File: src/ltmc_defs.vh
// constants for the lin transceiver mode control block
`ifndef LTMC_DEFS_VH
`define LTMC_DEFS_VH

// mode encodings, one-hot
`define LTMC_MODE_SLEEP    3'h1
`define LTMC_MODE_STANDBY  3'h2
`define LTMC_MODE_NORMAL   3'h4

// clock period in ns
`define LTMC_CLK_NS        8
// filter and timeout times in us
`define LTMC_LWAKE_US      50
`define LTMC_BWAKE_US      100
`define LTMC_DOM_US        20000

// fifo shape
`define LTMC_FIFO_W        1
`define LTMC_FIFO_D        16
`define LTMC_FIFO_AW       4

`endif

File: src/ltmc_fifo.v
// holds no logic: the receive sample fifo module stands beside the top module in ltmc_top.v

File: src/ltmc_top.v
// mode, wake-up and protection control of a lin transceiver
// Operation
// - normal mode: tx low drives bus dominant
// - normal mode: rx follows bus level
// - standby holds rx output low
// - local wake: tx pulled low in standby
// - enable high gives normal mode
// - enable low in normal mode gives sleep mode
// - normal reached from sleep directly or after wake; enable defaults low (enable_i has no pull here; power-up mode follows its driven level)
// - local wake needs filtered long low
// - wake detection active during sleep
// - regulator control on in normal
// - regulator control released in sleep
// - wake in sleep: standby, regulator on
// - standby: transmitter off, regulator on, wait
// - normal mode carries bus data freely
// - thermal shutdown disables transmitter
// - any fault disables transmitter until clear
// - dominant timeout guards stuck tx
// - timer starts falling, clears on rising
// - bus wake: dominant filter then recessive
// - tx shows wake source in standby
// - power-up mode follows enable level
`timescale 1ns/1ps
`default_nettype none
`include "ltmc_defs.vh"

module ltmc_top #(
  parameter LWAKE_CYC = (`LTMC_LWAKE_US * 1000 + `LTMC_CLK_NS - 1) / `LTMC_CLK_NS,
  parameter BWAKE_CYC = (`LTMC_BWAKE_US * 1000 + `LTMC_CLK_NS - 1) / `LTMC_CLK_NS,
  parameter DOM_CYC   = (`LTMC_DOM_US * 1000) / `LTMC_CLK_NS
) (
  // clock and reset
  input  wire        clk_sys_i,
  input  wire        reset_i,
  // host side
  input  wire        enable_i,
  input  wire        tx_data_i,
  output reg         tx_data_o,
  output reg         tx_data_oe_o,
  output reg         bus_state_o,
  output reg         bus_state_oe_o,
  // bus side
  input  wire        lin_bus_i,
  output reg         lin_bus_o,
  output reg         lin_bus_oe_o,
  // local wake and regulator
  input  wire        local_wake_n_i,
  output reg         regulator_ctrl_o,
  output reg         regulator_ctrl_oe_o,
  // faults
  input  wire        undervoltage_i,
  input  wire        overtemp_i,
  input  wire        ground_loss_i,
  // status
  output reg         dom_timeout_o,
  output reg         fifo_ready_o
);

  localparam CW = 22;
  localparam [2:0] S_SLEEP   = `LTMC_MODE_SLEEP;
  localparam [2:0] S_STANDBY = `LTMC_MODE_STANDBY;
  localparam [2:0] S_NORMAL  = `LTMC_MODE_NORMAL;

  // saturating counter step
  function [CW-1:0] cnt_step;
    input [CW-1:0] cnt;
    input          run;
    input [CW-1:0] lim;
    begin
      if (!run) begin
        cnt_step = {CW{1'b0}};
      end else if (cnt < lim) begin
        cnt_step = cnt + 1'b1;
      end else begin
        cnt_step = cnt;
      end
    end
  endfunction

  reg [2:0]    mode_r;
  reg [2:0]    mode_nxt;
  reg          init_r;
  reg          local_src_r;
  reg          tx_prev_r;
  reg          bus_prev_r;
  reg          dom_trip_r;
  reg          bus_dom_seen_r;
  reg [CW-1:0] lw_cnt_r;
  reg [CW-1:0] bw_cnt_r;
  reg [CW-1:0] dom_cnt_r;
  wire         fault;
  wire         local_wake;
  wire         bus_wake;
  wire         fifo_in_ready;
  wire         fifo_out_valid;
  wire         fifo_out_data;

  // ----------------------------------------
  // wake filters
  // ----------------------------------------
  // counted filters
  assign local_wake = (lw_cnt_r >= LWAKE_CYC[CW-1:0]);
  assign bus_wake   = bus_dom_seen_r & lin_bus_i & ~bus_prev_r;
  assign fault      = undervoltage_i | overtemp_i | ground_loss_i;

  // ----------------------------------------
  // mode machine
  // ----------------------------------------
  always @* begin
    mode_nxt = mode_r;
    case (mode_r)
      S_SLEEP: begin
        if (enable_i) begin
          mode_nxt = S_NORMAL;
        end else if (local_wake | bus_wake) begin
          mode_nxt = S_STANDBY;
        end
      end
      S_STANDBY: begin
        if (enable_i) begin
          mode_nxt = S_NORMAL;
        end
      end
      S_NORMAL: begin
        if (!enable_i) begin
          mode_nxt = S_SLEEP;
        end
      end
      default: begin
        mode_nxt = S_SLEEP;
      end
    endcase
    if (!init_r) begin
      mode_nxt = enable_i ? S_NORMAL : S_STANDBY;
    end
  end

  always @(posedge clk_sys_i or posedge reset_i) begin
    if (reset_i) begin
      mode_r         <= S_SLEEP;
      init_r         <= 1'b0;
      local_src_r    <= 1'b0;
      tx_prev_r      <= 1'b1;
      bus_prev_r     <= 1'b1;
      dom_trip_r     <= 1'b0;
      bus_dom_seen_r <= 1'b0;
      lw_cnt_r       <= {CW{1'b0}};
      bw_cnt_r       <= {CW{1'b0}};
      dom_cnt_r      <= {CW{1'b0}};
    end else begin
      init_r     <= 1'b1;
      mode_r     <= mode_nxt;
      tx_prev_r  <= tx_data_i;
      bus_prev_r <= lin_bus_i;
      lw_cnt_r   <= cnt_step(lw_cnt_r, ~local_wake_n_i & (mode_r == S_SLEEP),
                             LWAKE_CYC[CW-1:0]);
      bw_cnt_r   <= cnt_step(bw_cnt_r, ~lin_bus_i & (mode_r == S_SLEEP),
                             BWAKE_CYC[CW-1:0]);
      if (mode_r != S_SLEEP) begin
        bus_dom_seen_r <= 1'b0;
      end else if (lin_bus_i) begin
        // a dominant that ended before the filter ran out must not arm a later wake
        bus_dom_seen_r <= 1'b0;
      end else if (bw_cnt_r >= BWAKE_CYC[CW-1:0]) begin
        bus_dom_seen_r <= 1'b1;
      end
      if (mode_r == S_SLEEP && mode_nxt == S_STANDBY) begin
        local_src_r <= local_wake;
      end else if (mode_nxt != S_STANDBY) begin
        local_src_r <= 1'b0;
      end
      if (tx_data_i & ~tx_prev_r) begin
        dom_cnt_r  <= {CW{1'b0}};
        dom_trip_r <= 1'b0;
      end else if (~tx_data_i & (mode_r == S_NORMAL)) begin
        dom_cnt_r <= cnt_step(dom_cnt_r, 1'b1, DOM_CYC[CW-1:0]);
        if (dom_cnt_r >= DOM_CYC[CW-1:0]) begin
          dom_trip_r <= 1'b1;
        end
      end
    end
  end

  // ----------------------------------------
  // receive sample buffer
  // ----------------------------------------
  ltmc_fifo #(
    .W  (`LTMC_FIFO_W),
    .D  (`LTMC_FIFO_D),
    .AW (`LTMC_FIFO_AW)
  ) u_fifo (
    .clk_sys_i   (clk_sys_i),
    .reset_i     (reset_i),
    .in_valid_i  (mode_r == S_NORMAL),
    .in_ready_o  (fifo_in_ready),
    .in_data_i   (lin_bus_i),
    .out_valid_o (fifo_out_valid),
    .out_ready_i (1'b1),
    .out_data_o  (fifo_out_data)
  );

  // ----------------------------------------
  // registered outputs
  // ----------------------------------------
  always @(posedge clk_sys_i or posedge reset_i) begin
    if (reset_i) begin
      lin_bus_o           <= 1'b1;
      lin_bus_oe_o        <= 1'b0;
      bus_state_o         <= 1'b0;
      bus_state_oe_o      <= 1'b0;
      tx_data_o           <= 1'b0;
      tx_data_oe_o        <= 1'b0;
      regulator_ctrl_o    <= 1'b0;
      regulator_ctrl_oe_o <= 1'b0;
      dom_timeout_o       <= 1'b0;
      fifo_ready_o        <= 1'b0;
    end else begin
      lin_bus_o     <= 1'b0;
      dom_timeout_o <= dom_trip_r;
      fifo_ready_o  <= fifo_in_ready;
      // faults force transmitter off
      // our own standby pull on tx is not host data
      lin_bus_oe_o <= (mode_nxt == S_NORMAL) & ~tx_data_i & ~fault & ~dom_trip_r &
                      ~tx_data_oe_o;
      bus_state_o    <= 1'b0;
      bus_state_oe_o <= (mode_nxt == S_STANDBY) |
                        ((mode_nxt == S_NORMAL) & fifo_out_valid & ~fifo_out_data);
      tx_data_o    <= 1'b0;
      tx_data_oe_o <= (mode_nxt == S_STANDBY) &
                      (local_src_r | (mode_r == S_SLEEP & local_wake));
      regulator_ctrl_o    <= (mode_nxt != S_SLEEP);
      regulator_ctrl_oe_o <= (mode_nxt != S_SLEEP);
    end
  end

endmodule

// ----------------------------------------
// receive sample fifo
// ----------------------------------------
module ltmc_fifo #(
  parameter W  = 1,
  parameter D  = 16,
  parameter AW = 4
) (
  // clock and reset
  input  wire          clk_sys_i,
  input  wire          reset_i,
  // fill side
  input  wire          in_valid_i,
  output wire          in_ready_o,
  input  wire [W-1:0]  in_data_i,
  // drain side
  output wire          out_valid_o,
  input  wire          out_ready_i,
  output wire [W-1:0]  out_data_o
);

  reg [W-1:0] mem [0:D-1];
  reg [AW-1:0] wr_ptr_r;
  reg [AW-1:0] rd_ptr_r;
  reg [AW:0]   count_r;
  wire         do_wr;
  wire         do_rd;

  assign in_ready_o  = (count_r != D);
  assign out_valid_o = (count_r != {(AW+1){1'b0}});
  assign out_data_o  = mem[rd_ptr_r];
  assign do_wr       = in_valid_i & in_ready_o;
  assign do_rd       = out_valid_o & out_ready_i;

  always @(posedge clk_sys_i) begin
    if (do_wr) begin
      mem[wr_ptr_r] <= in_data_i;
    end
  end

  always @(posedge clk_sys_i or posedge reset_i) begin
    if (reset_i) begin
      wr_ptr_r <= {AW{1'b0}};
      rd_ptr_r <= {AW{1'b0}};
      count_r  <= {(AW+1){1'b0}};
    end else begin
      if (do_wr) begin
        wr_ptr_r <= wr_ptr_r + 1'b1;
      end
      if (do_rd) begin
        rd_ptr_r <= rd_ptr_r + 1'b1;
      end
      if (do_wr & ~do_rd) begin
        count_r <= count_r + 1'b1;
      end else if (do_rd & ~do_wr) begin
        count_r <= count_r - 1'b1;
      end
    end
  end

endmodule

`default_nettype wire

File: config.mk
export PLATFORM = sky130hd
export DESIGN_NAME = ltmc_top
export DESIGN_NICKNAME = d
export VERILOG_FILES = /design/src/ltmc_fifo.v /design/src/ltmc_top.v
export VERILOG_INCLUDE_DIRS = /design/src
export SDC_FILE = /design/constraint.sdc
export NUM_CORES = 1
export LEC_CHECK = 0
export BUFFER_PORTS_ARGS = -buffer_cell sky130_fd_sc_hd__buf_4
export CAP_MARGIN = 20
export CORE_MARGIN = 2
export CORE_UTILIZATION = 61
export CTS_CLUSTER_DIAMETER = 200
export DETAILED_ROUTE_END_ITERATION = 8
export PLACE_DENSITY = 0.89
export SYNTH_ARGS = -nofsm -noshare
export SYNTH_HDL_FRONTEND = slang
export SYNTH_SLANG_ARGS = --single-unit
File: constraint.sdc
create_clock -name clk_sys_i -period 4.18 [get_ports clk_sys_i]
set_input_delay 0.209 -clock clk_sys_i [delete_from_list [all_inputs] [get_ports clk_sys_i]]
set_output_delay 0.209 -clock clk_sys_i [all_outputs]
set_load 0.03 [all_outputs]
==> results.rst, run 1 <==
.. list-table::
   :header-rows: 1

   * - Metric
     - Value
   * - Result of the run
     - finished, final reports clean
   * - Buffer count from post-CTS setup fixing
     - 0
   * - Gp weighted congestion
     - 0.838
   * - Wire length of the first global-routing pass
     - 17,300 µm
   * - Max FO, Critical Path
     - 9
   * - Routed length per placed instance
     - 15.8 µm
   * - Leak Pwr
     - 2.46 nW
   * - Detailed placement HPWL
     - 6900 µm
   * - Number of placement rows
     - 34
   * - Worst Reg2Reg Path Length in Cells
     - 10
   * - Sequential cell area fraction in the yosys report
     - 53.8%
   * - Overall overflow remaining after global route
     - 0
   * - Post-synthesis cell type count
     - 51
   * - Total of flip-flops plus latches after synthesis
     - 111
   * - Most frequent cell after synthesis
     - sky130_fd_sc_hd__dfrtp_1
   * - CTS max path bufs
     - 2
   * - TritonCTS buffer count
     - 9
   * - Count of nets left with antenna violations after detail routing
     - 0
   * - Post-cts resize count
     - 0
   * - Share of the synthesized area in the top cell type
     - 42.8%
   * - Skew final
     - 7.38 ps
   * - Die Ht
     - 97.4 µm
   * - Minimum clock period
     - 3110 ps
   * - Number of ports placed on the die boundary
     - 19
   * - EDFF count, synth
     - 16
   * - Mapped Cells
     - 510
   * - Total of buffers placed on input and output ports
     - 16
   * - Total Routing Usage GR
     - 22.3%
   * - Detailed Routing Iterations Pass 1
     - 4
   * - Cell taking the most area after synthesis
     - sky130_fd_sc_hd__dfrtp_1
   * - Critical path class
     - flip-flop to flip-flop
   * - Peak supply drop
     - 0.200 mV
   * - Clock network latency to the later pin of the worst-skew pair
     - 360 ps
   * - Vias post-DR
     - 3,804
   * - Detailed Route Iter0 Violations
     - 197
   * - Slew Limit Headroom
     - 32.9%
   * - Pin count of the biggest net entering global routing
     - 64
   * - Clk root buf
     - sky130_fd_sc_hd__clkbuf_8
   * - Actual slew at the worst max-slew pin
     - 1000 ps
   * - Clk sink count
     - 111
   * - Share of cells above drive strength 1
     - 8.68%
   * - Ys async rst share
     - 85.6%
   * - Total of max-cap violations
     - 0
   * - Layout overhead on the synthesized area
     - 7.86%
   * - Core Box Area
     - 8590 µm²
   * - Drt drc
     - 0
   * - Wire length after detailed routing
     - 10,100 µm
   * - Pwr per Cell Area
     - 412 nW/µm²
   * - Final-report max-slew violation count
     - 0
   * - Level count of the clock H-tree
     - 3
   * - Number of stages on the worst hold path
     - 1
   * - Initial antenna violation count
     - 0
   * - Number of inserted diodes
     - 0
   * - Least setup slack across all paths after layout
     - 1070 ps
   * - Die width
     - 97.4 µm
   * - Post-synth top cells
     - sky130_fd_sc_hd__dfrtp_1 (91), sky130_fd_sc_hd__nor2_1 (67), sky130_fd_sc_hd__nand2_1 (44), sky130_fd_sc_hd__xnor2_1 (33), sky130_fd_sc_hd__nor3_1 (21)
   * - Clock tree from TritonCTS
     - done
   * - Critical path arrival
     - 3370 ps
   * - Number of global-route vias before repair
     - 3,720
   * - Timing-limited maximum frequency
     - 321 MHz
   * - Final cycle utilization of the critical path
     - 74.5%
   * - Required time at the worst-slack endpoint
     - 4430 ps
   * - Aggregate negative setup slack
     - 0 ps
   * - Average via count per standard cell
     - 5.96
   * - Unrepaired setup endpoints after global routing
     - no
   * - Initial core utilization
     - 61.9%
   * - Hold bufs inserted after CTS
     - 1
   * - Worst Setup Start Kind
     - flip-flop
   * - Final hold violations
     - 0
   * - Cell Area, Synth
     - 5320 µm²
   * - Worst-path clk slew
     - 100 ps
   * - Average footprint of a synthesized cell
     - 10.4 µm²
   * - Final setup violating endpoints
     - 0
   * - Total Die Area
     - 9480 µm²
   * - Synth Flop Type
     - sky130_fd_sc_hd__dfrtp_1
   * - Worst setup slack after placement
     - 1130 ps
   * - Hold Crit Class
     - input pin to flip-flop
   * - Kind of end point of the critical path
     - flip-flop
   * - Post-layout net count
     - 548
   * - Total number of yosys warnings
     - 0
   * - Most area-consuming cells after synthesis
     - sky130_fd_sc_hd__dfrtp_1 (43%), sky130_fd_sc_hd__edfxtp_1 (9.0%), sky130_fd_sc_hd__xnor2_1 (5.4%)
-- where the power goes --
| group | internal [mW] | switching [mW] | total, mW |
|---|---|---|---|
| logic | 0.198 | 0.222 | 0.420 |
| registers | 1.19 | 0.139 | 1.33 |
| clock network | 0.275 | 0.346 | 0.620 |
| total | 1.66 | 0.706 | 2.37 |
-- area by class of cell --
cell class | instances | area, µm²
well taps | 108 | 135
multi-input cells | 365 | 2300
repair buffers | 21 | 183
fillers | 620 | 2860
clock inverters | 6 | 61.3
flip-flops and latches | 111 | 2860
inverters | 17 | 65.1
clock buffers | 10 | 128
-- cells by family after synthesis --
family	count (synthesis)	synth area share, %
AO/OA/AOI/OAI	57	7.01
multiplexers	8	2.45
buffers and inverters	36	3.03
flip-flops	111	53.8
XOR/XNOR	45	7.41
adder cells (fa/ha/maj)	14	3.29
AND/OR/NAND/NOR	237	22.8
other	2	0.141
-- worst max-delay path: stages, from the launching register on --
cell	delay (ps)
sky130_fd_sc_hd__dfrtp_1	460
sky130_fd_sc_hd__nor4_1	140
sky130_fd_sc_hd__a2111oi_2	910
sky130_fd_sc_hd__ha_1	370
sky130_fd_sc_hd__inv_1	90
sky130_fd_sc_hd__ha_1	310
sky130_fd_sc_hd__a21o_1	190
sky130_fd_sc_hd__a21oi_1	170
sky130_fd_sc_hd__xnor2_1	140
sky130_fd_sc_hd__nor2_1	70
sky130_fd_sc_hd__xor2_1	150
-- routing by layer --
metal | share of wire [%] | routed length (µm) | vias up | global-route usage, %
li1 | - | - | 1789 | -
met1 | 43 | 4380 | 1897 | 29.2
met2 | 50 | 5100 | 94 | 36.6
met3 | 4.0 | 408 | 24 | 5.11
met4 | 2.0 | 206 | 0 | 8.65
met5 | 0 | 0 | - | 0
-- flip-flops by register name (all words and copies together) (netlist names), 3 cells and up --
| signal | count |
|---|---|
| dom_cnt_r | 22 |
| u_fifo.count_r | 5 |
| u_fifo.rd_ptr_r | 4 |
| u_fifo.mem | 16 |
| lw_cnt_r | 22 |
| mode_r | 3 |
| bw_cnt_r | 22 |
| u_fifo.wr_ptr_r | 4 |
-- metrics by stage --
step	power (mW)	cells	utilization [%]	hold slack (ps)	instance area (µm²)
6_report	2.37	638	66.8	39.5	5740
5_1_grt	2.49	638	66.8	22.2	5740
4_1_cts	2.38	636	66.3	26.7	5700
3_5_place_dp	1.76	619	64.0	369	5500
3_3_place_gp	1.72	619	64.0	366	5500
2_1_floorplan	1.64	512	-	213	5330
-- layout by cell type, fill, tap and decap left out, drive strengths merged, types with 4 or more instances in the layout --
master | synthesis | layout
a21oi | 16 | 16
a31oi | 5 | 5
and2 | 20 | 20
and3 | 12 | 12
and4 | 7 | 7
buf | 7 | 19
clkbuf | 12 | 10
clkinv | 0 | 4
conb | 2 | 4
dfrtp | 91 | 91
dfstp | 4 | 4
edfxtp | 16 | 16
ha | 14 | 14
inv | 17 | 16
mux2i | 4 | 4
mux4 | 4 | 4
nand2 | 44 | 44
nand2b | 6 | 6
nand3 | 13 | 13
nand4 | 13 | 13
nor2 | 67 | 67
nor3 | 21 | 21
nor4 | 10 | 10
o21ai | 16 | 16
or3 | 10 | 10
xnor2 | 33 | 33
xor2 | 12 | 12
-- final timing paths --
kind | from | end | slack (ps)
setup / recovery | u_fifo.count_r[0] | u_fifo.count_r[3] | 1070
hold / removal | lin_bus_i | bus_prev_r | 40
setup reg to reg | u_fifo.count_r[0] | u_fifo.count_r[3] | 1070
hold reg to reg | dom_trip_r | dom_timeout_o | 420
max in group asynchronous | reset_i | lin_bus_o | 2820
min in group asynchronous | reset_i | dom_cnt_r[5] | 330
(Power assumes the default switching activity.)
==> run 2: changes to the inputs <==
Clock period 4.18 ns to 3 ns, I/O delays scaled along.
==> results.rst, run 2 (synthesized netlist as in run 1, its figures left out) <==
.. list-table::
   :header-rows: 1

   * - Metric
     - Value
   * - Result of the run
     - finished, final reports clean
   * - Number of filler cells placed in the layout
     - 625 (+0.81%)
   * - Slew Limit Headroom
     - 40.6% (+7.7 points)
   * - Final hold violations
     - 0 (unchanged)
   * - Critical path arrival
     - 2980 ps (-390 ps)
   * - Total of max-cap violations
     - 0 (unchanged)
   * - Number of inserted diodes
     - 0 (unchanged)
   * - Vias post-DR
     - 3,791 (-0.34%)
   * - Die width
     - 97.4 µm (unchanged)
   * - Critical path class
     - flip-flop to flip-flop
   * - Count of nets left with antenna violations after detail routing
     - 0 (unchanged)
   * - Buffer count from post-CTS setup fixing
     - 0 (unchanged)
   * - Peak supply drop
     - 0.283 mV (+41%)
   * - Drt drc
     - 0 (unchanged)
   * - Hold bufs inserted after CTS
     - 3 (+2)
   * - Pwr per Cell Area
     - 570 nW/µm² (+38%)
   * - Average via count per standard cell
     - 5.90 (-0.96%)
   * - Number of global-route vias before repair
     - 3,752 (+0.86%)
   * - Minimum clock period
     - 2710 ps (-401 ps)
   * - Initial antenna violation count
     - 0 (unchanged)
   * - Aggregate negative setup slack
     - 0 ps (unchanged)
   * - Detailed placement HPWL
     - 6880 µm (-0.30%)
   * - Total of buffers placed on input and output ports
     - 16 (unchanged)
   * - Commonest non-fill, non-tap cells in the layout
     - sky130_fd_sc_hd__dfrtp_1 (91), sky130_fd_sc_hd__nor2_1 (67), sky130_fd_sc_hd__nand2_1 (44)
   * - Detailed Route Iter0 Violations
     - 174 (-12%)
   * - Pin count of the biggest net entering global routing
     - 43 (-33%)
   * - Timing-limited maximum frequency
     - 369 MHz (+15%)
   * - Actual slew at the worst max-slew pin
     - 891 ps (-111 ps)
   * - Share of cells above drive strength 1
     - 9.74% (+1.1 points)
   * - CTS max path bufs
     - 2 (unchanged)
   * - TritonCTS buffer count
     - 9 (unchanged)
   * - Detailed Routing Iterations Pass 1
     - 4 (unchanged)
   * - Total Routing Usage GR
     - 22.4% (+0.069 points)
   * - Level count of the clock H-tree
     - 3 (unchanged)
   * - Clock network latency to the later pin of the worst-skew pair
     - 380 ps (+20 ps)
   * - Overall power consumption
     - 3.28 mW (+39%)
   * - Die Ht
     - 97.4 µm (unchanged)
   * - Overall overflow remaining after global route
     - 0 (unchanged)
   * - Skew final
     - 13.2 ps (+5.86 ps)
   * - Post-cts resize count
     - 0 (unchanged)
   * - Leak Pwr
     - 2.49 nW (+1.0%)
   * - Cell count after placement
     - 623 (+0.65%)
   * - Worst Setup Start Kind
     - flip-flop
   * - Gp weighted congestion
     - 0.846 (+0.93%)
   * - Worst-path clk slew
     - 100 ps (about the same)
   * - Initial core utilization
     - 61.9% (unchanged)
   * - Number of ports placed on the die boundary
     - 19 (unchanged)
   * - Wire length of the first global-routing pass
     - 17,200 µm (-0.67%)
   * - Post-layout net count
     - 552 (+0.73%)
   * - Number of placement rows
     - 34 (unchanged)
   * - Hold Crit Class
     - input pin to flip-flop
   * - Core Box Area
     - 8590 µm² (unchanged)
   * - Kind of end point of the critical path
     - flip-flop
   * - Most frequent standard cell in the layout excluding fill and tap cells
     - sky130_fd_sc_hd__dfrtp_1
   * - Routed length per placed instance
     - 15.7 µm (-1.1%)
   * - Final cycle utilization of the critical path
     - 90.4% (+16 points)
   * - Final setup violating endpoints
     - 0 (unchanged)
   * - Max FO, Critical Path
     - 6 (-3)
   * - Biggest registers after layout
     - bw_cnt_r (22), dom_cnt_r (22), lw_cnt_r (22)
   * - Total Die Area
     - 9480 µm² (unchanged)
   * - Required time at the worst-slack endpoint
     - 3260 ps (-1170 ps)
   * - Final standard cell count with taps included and fillers excluded
     - 642 (+0.63%)
   * - Unrepaired setup endpoints after global routing
     - no
   * - Clock tree from TritonCTS
     - done
   * - Final-report max-slew violation count
     - 0 (unchanged)
   * - Layout overhead on the synthesized area
     - 8.14%
   * - Share of the core filled with cells in the final layout
     - 66.9% (+0.17 points)
   * - Slack of the worst reg-to-reg path
     - 290 ps (-780 ps)
   * - Clk sink count
     - 111 (unchanged)
   * - Wire length after detailed routing
     - 10,000 µm (-0.45%)
   * - Clk root buf
     - sky130_fd_sc_hd__clkbuf_8
-- run 2: changes by cell type in the layout (fill, tap and decap cells not counted) --
cell,previous run,this run
sky130_fd_sc_hd__buf_4,18,22
sky130_fd_sc_hd__clkbuf_8,9,11
sky130_fd_sc_hd__clkinvlp_4,2,0
sky130_fd_sc_hd__dlygate4sd3_1,2,3
sky130_fd_sc_hd__clkinv_2,1,2
sky130_fd_sc_hd__clkbuf_1,1,0
sky130_fd_sc_hd__clkinv_1,2,0
sky130_fd_sc_hd__bufinv_16,1,0
sky130_fd_sc_hd__clkinv_4,1,2
sky130_fd_sc_hd__inv_6,0,2
sky130_fd_sc_hd__buf_16,1,0
-- run 2: worst paths after layout --
check	startpoint	to	cells after the start
min in group asynchronous	reset_i	bw_cnt_r[11]	3
setup / recovery	u_fifo.count_r[0]	u_fifo.count_r[3]	11
hold reg to reg	dom_trip_r	dom_timeout_o	0
max in group asynchronous	reset_i	lw_cnt_r[2]	4
setup reg to reg	u_fifo.count_r[0]	u_fifo.count_r[3]	11
hold / removal	ground_loss_i	lin_bus_oe_o	3
-- run 2: cell type report --
cell class	instances	area (µm²)	area share (%)
Clock buffer	11	151	2.63
Inverter	17	65.1	1.13
Sequential cell	111	2860	49.8
Timing Repair Buffer	25	195	3.39
Clock inverter	5	40.0	0.696
Multi-Input combinational cell	365	2300	40.0
Tap cell	108	135	2.35
-- run 2: power breakdown --
part | internal (mW) | switching (mW)
clock | 0.355 | 0.498
combinational | 0.278 | 0.308
sequential | 1.65 | 0.187
total | 2.29 | 0.994
-- run 2: per-stage QoR --
stage / cell area [µm²] / hold WS (ps) / setup slack, ps
after floorplan: 5330 / 154 / 305
after global routing: 5750 / 47.1 / 61.2
after detailed placement: 5530 / 285 / 303
after CTS: 5750 / 25.4 / 296
final: 5750 / 49.1 / 288
after global placement: 5530 / 287 / 464
-- run 2: critical path, cell delays in order (launching register included) --
cell and delay (ps):
sky130_fd_sc_hd__dfrtp_1 450, sky130_fd_sc_hd__nor4_1 410, sky130_fd_sc_hd__nand2b_1 190, sky130_fd_sc_hd__inv_1 170, sky130_fd_sc_hd__ha_1 250, sky130_fd_sc_hd__inv_1 90
sky130_fd_sc_hd__ha_1 310, sky130_fd_sc_hd__a21o_1 200, sky130_fd_sc_hd__a21oi_1 180, sky130_fd_sc_hd__xnor2_1 150, sky130_fd_sc_hd__nor2_1 70, sky130_fd_sc_hd__xor2_1 140
-- run 2: routing by layer --
metal	routed length [µm]	GRT usage, %
met2	5130	37.8
met4	167	7.91
met1	4240	28.3
met5	0	0
met3	507	5.61
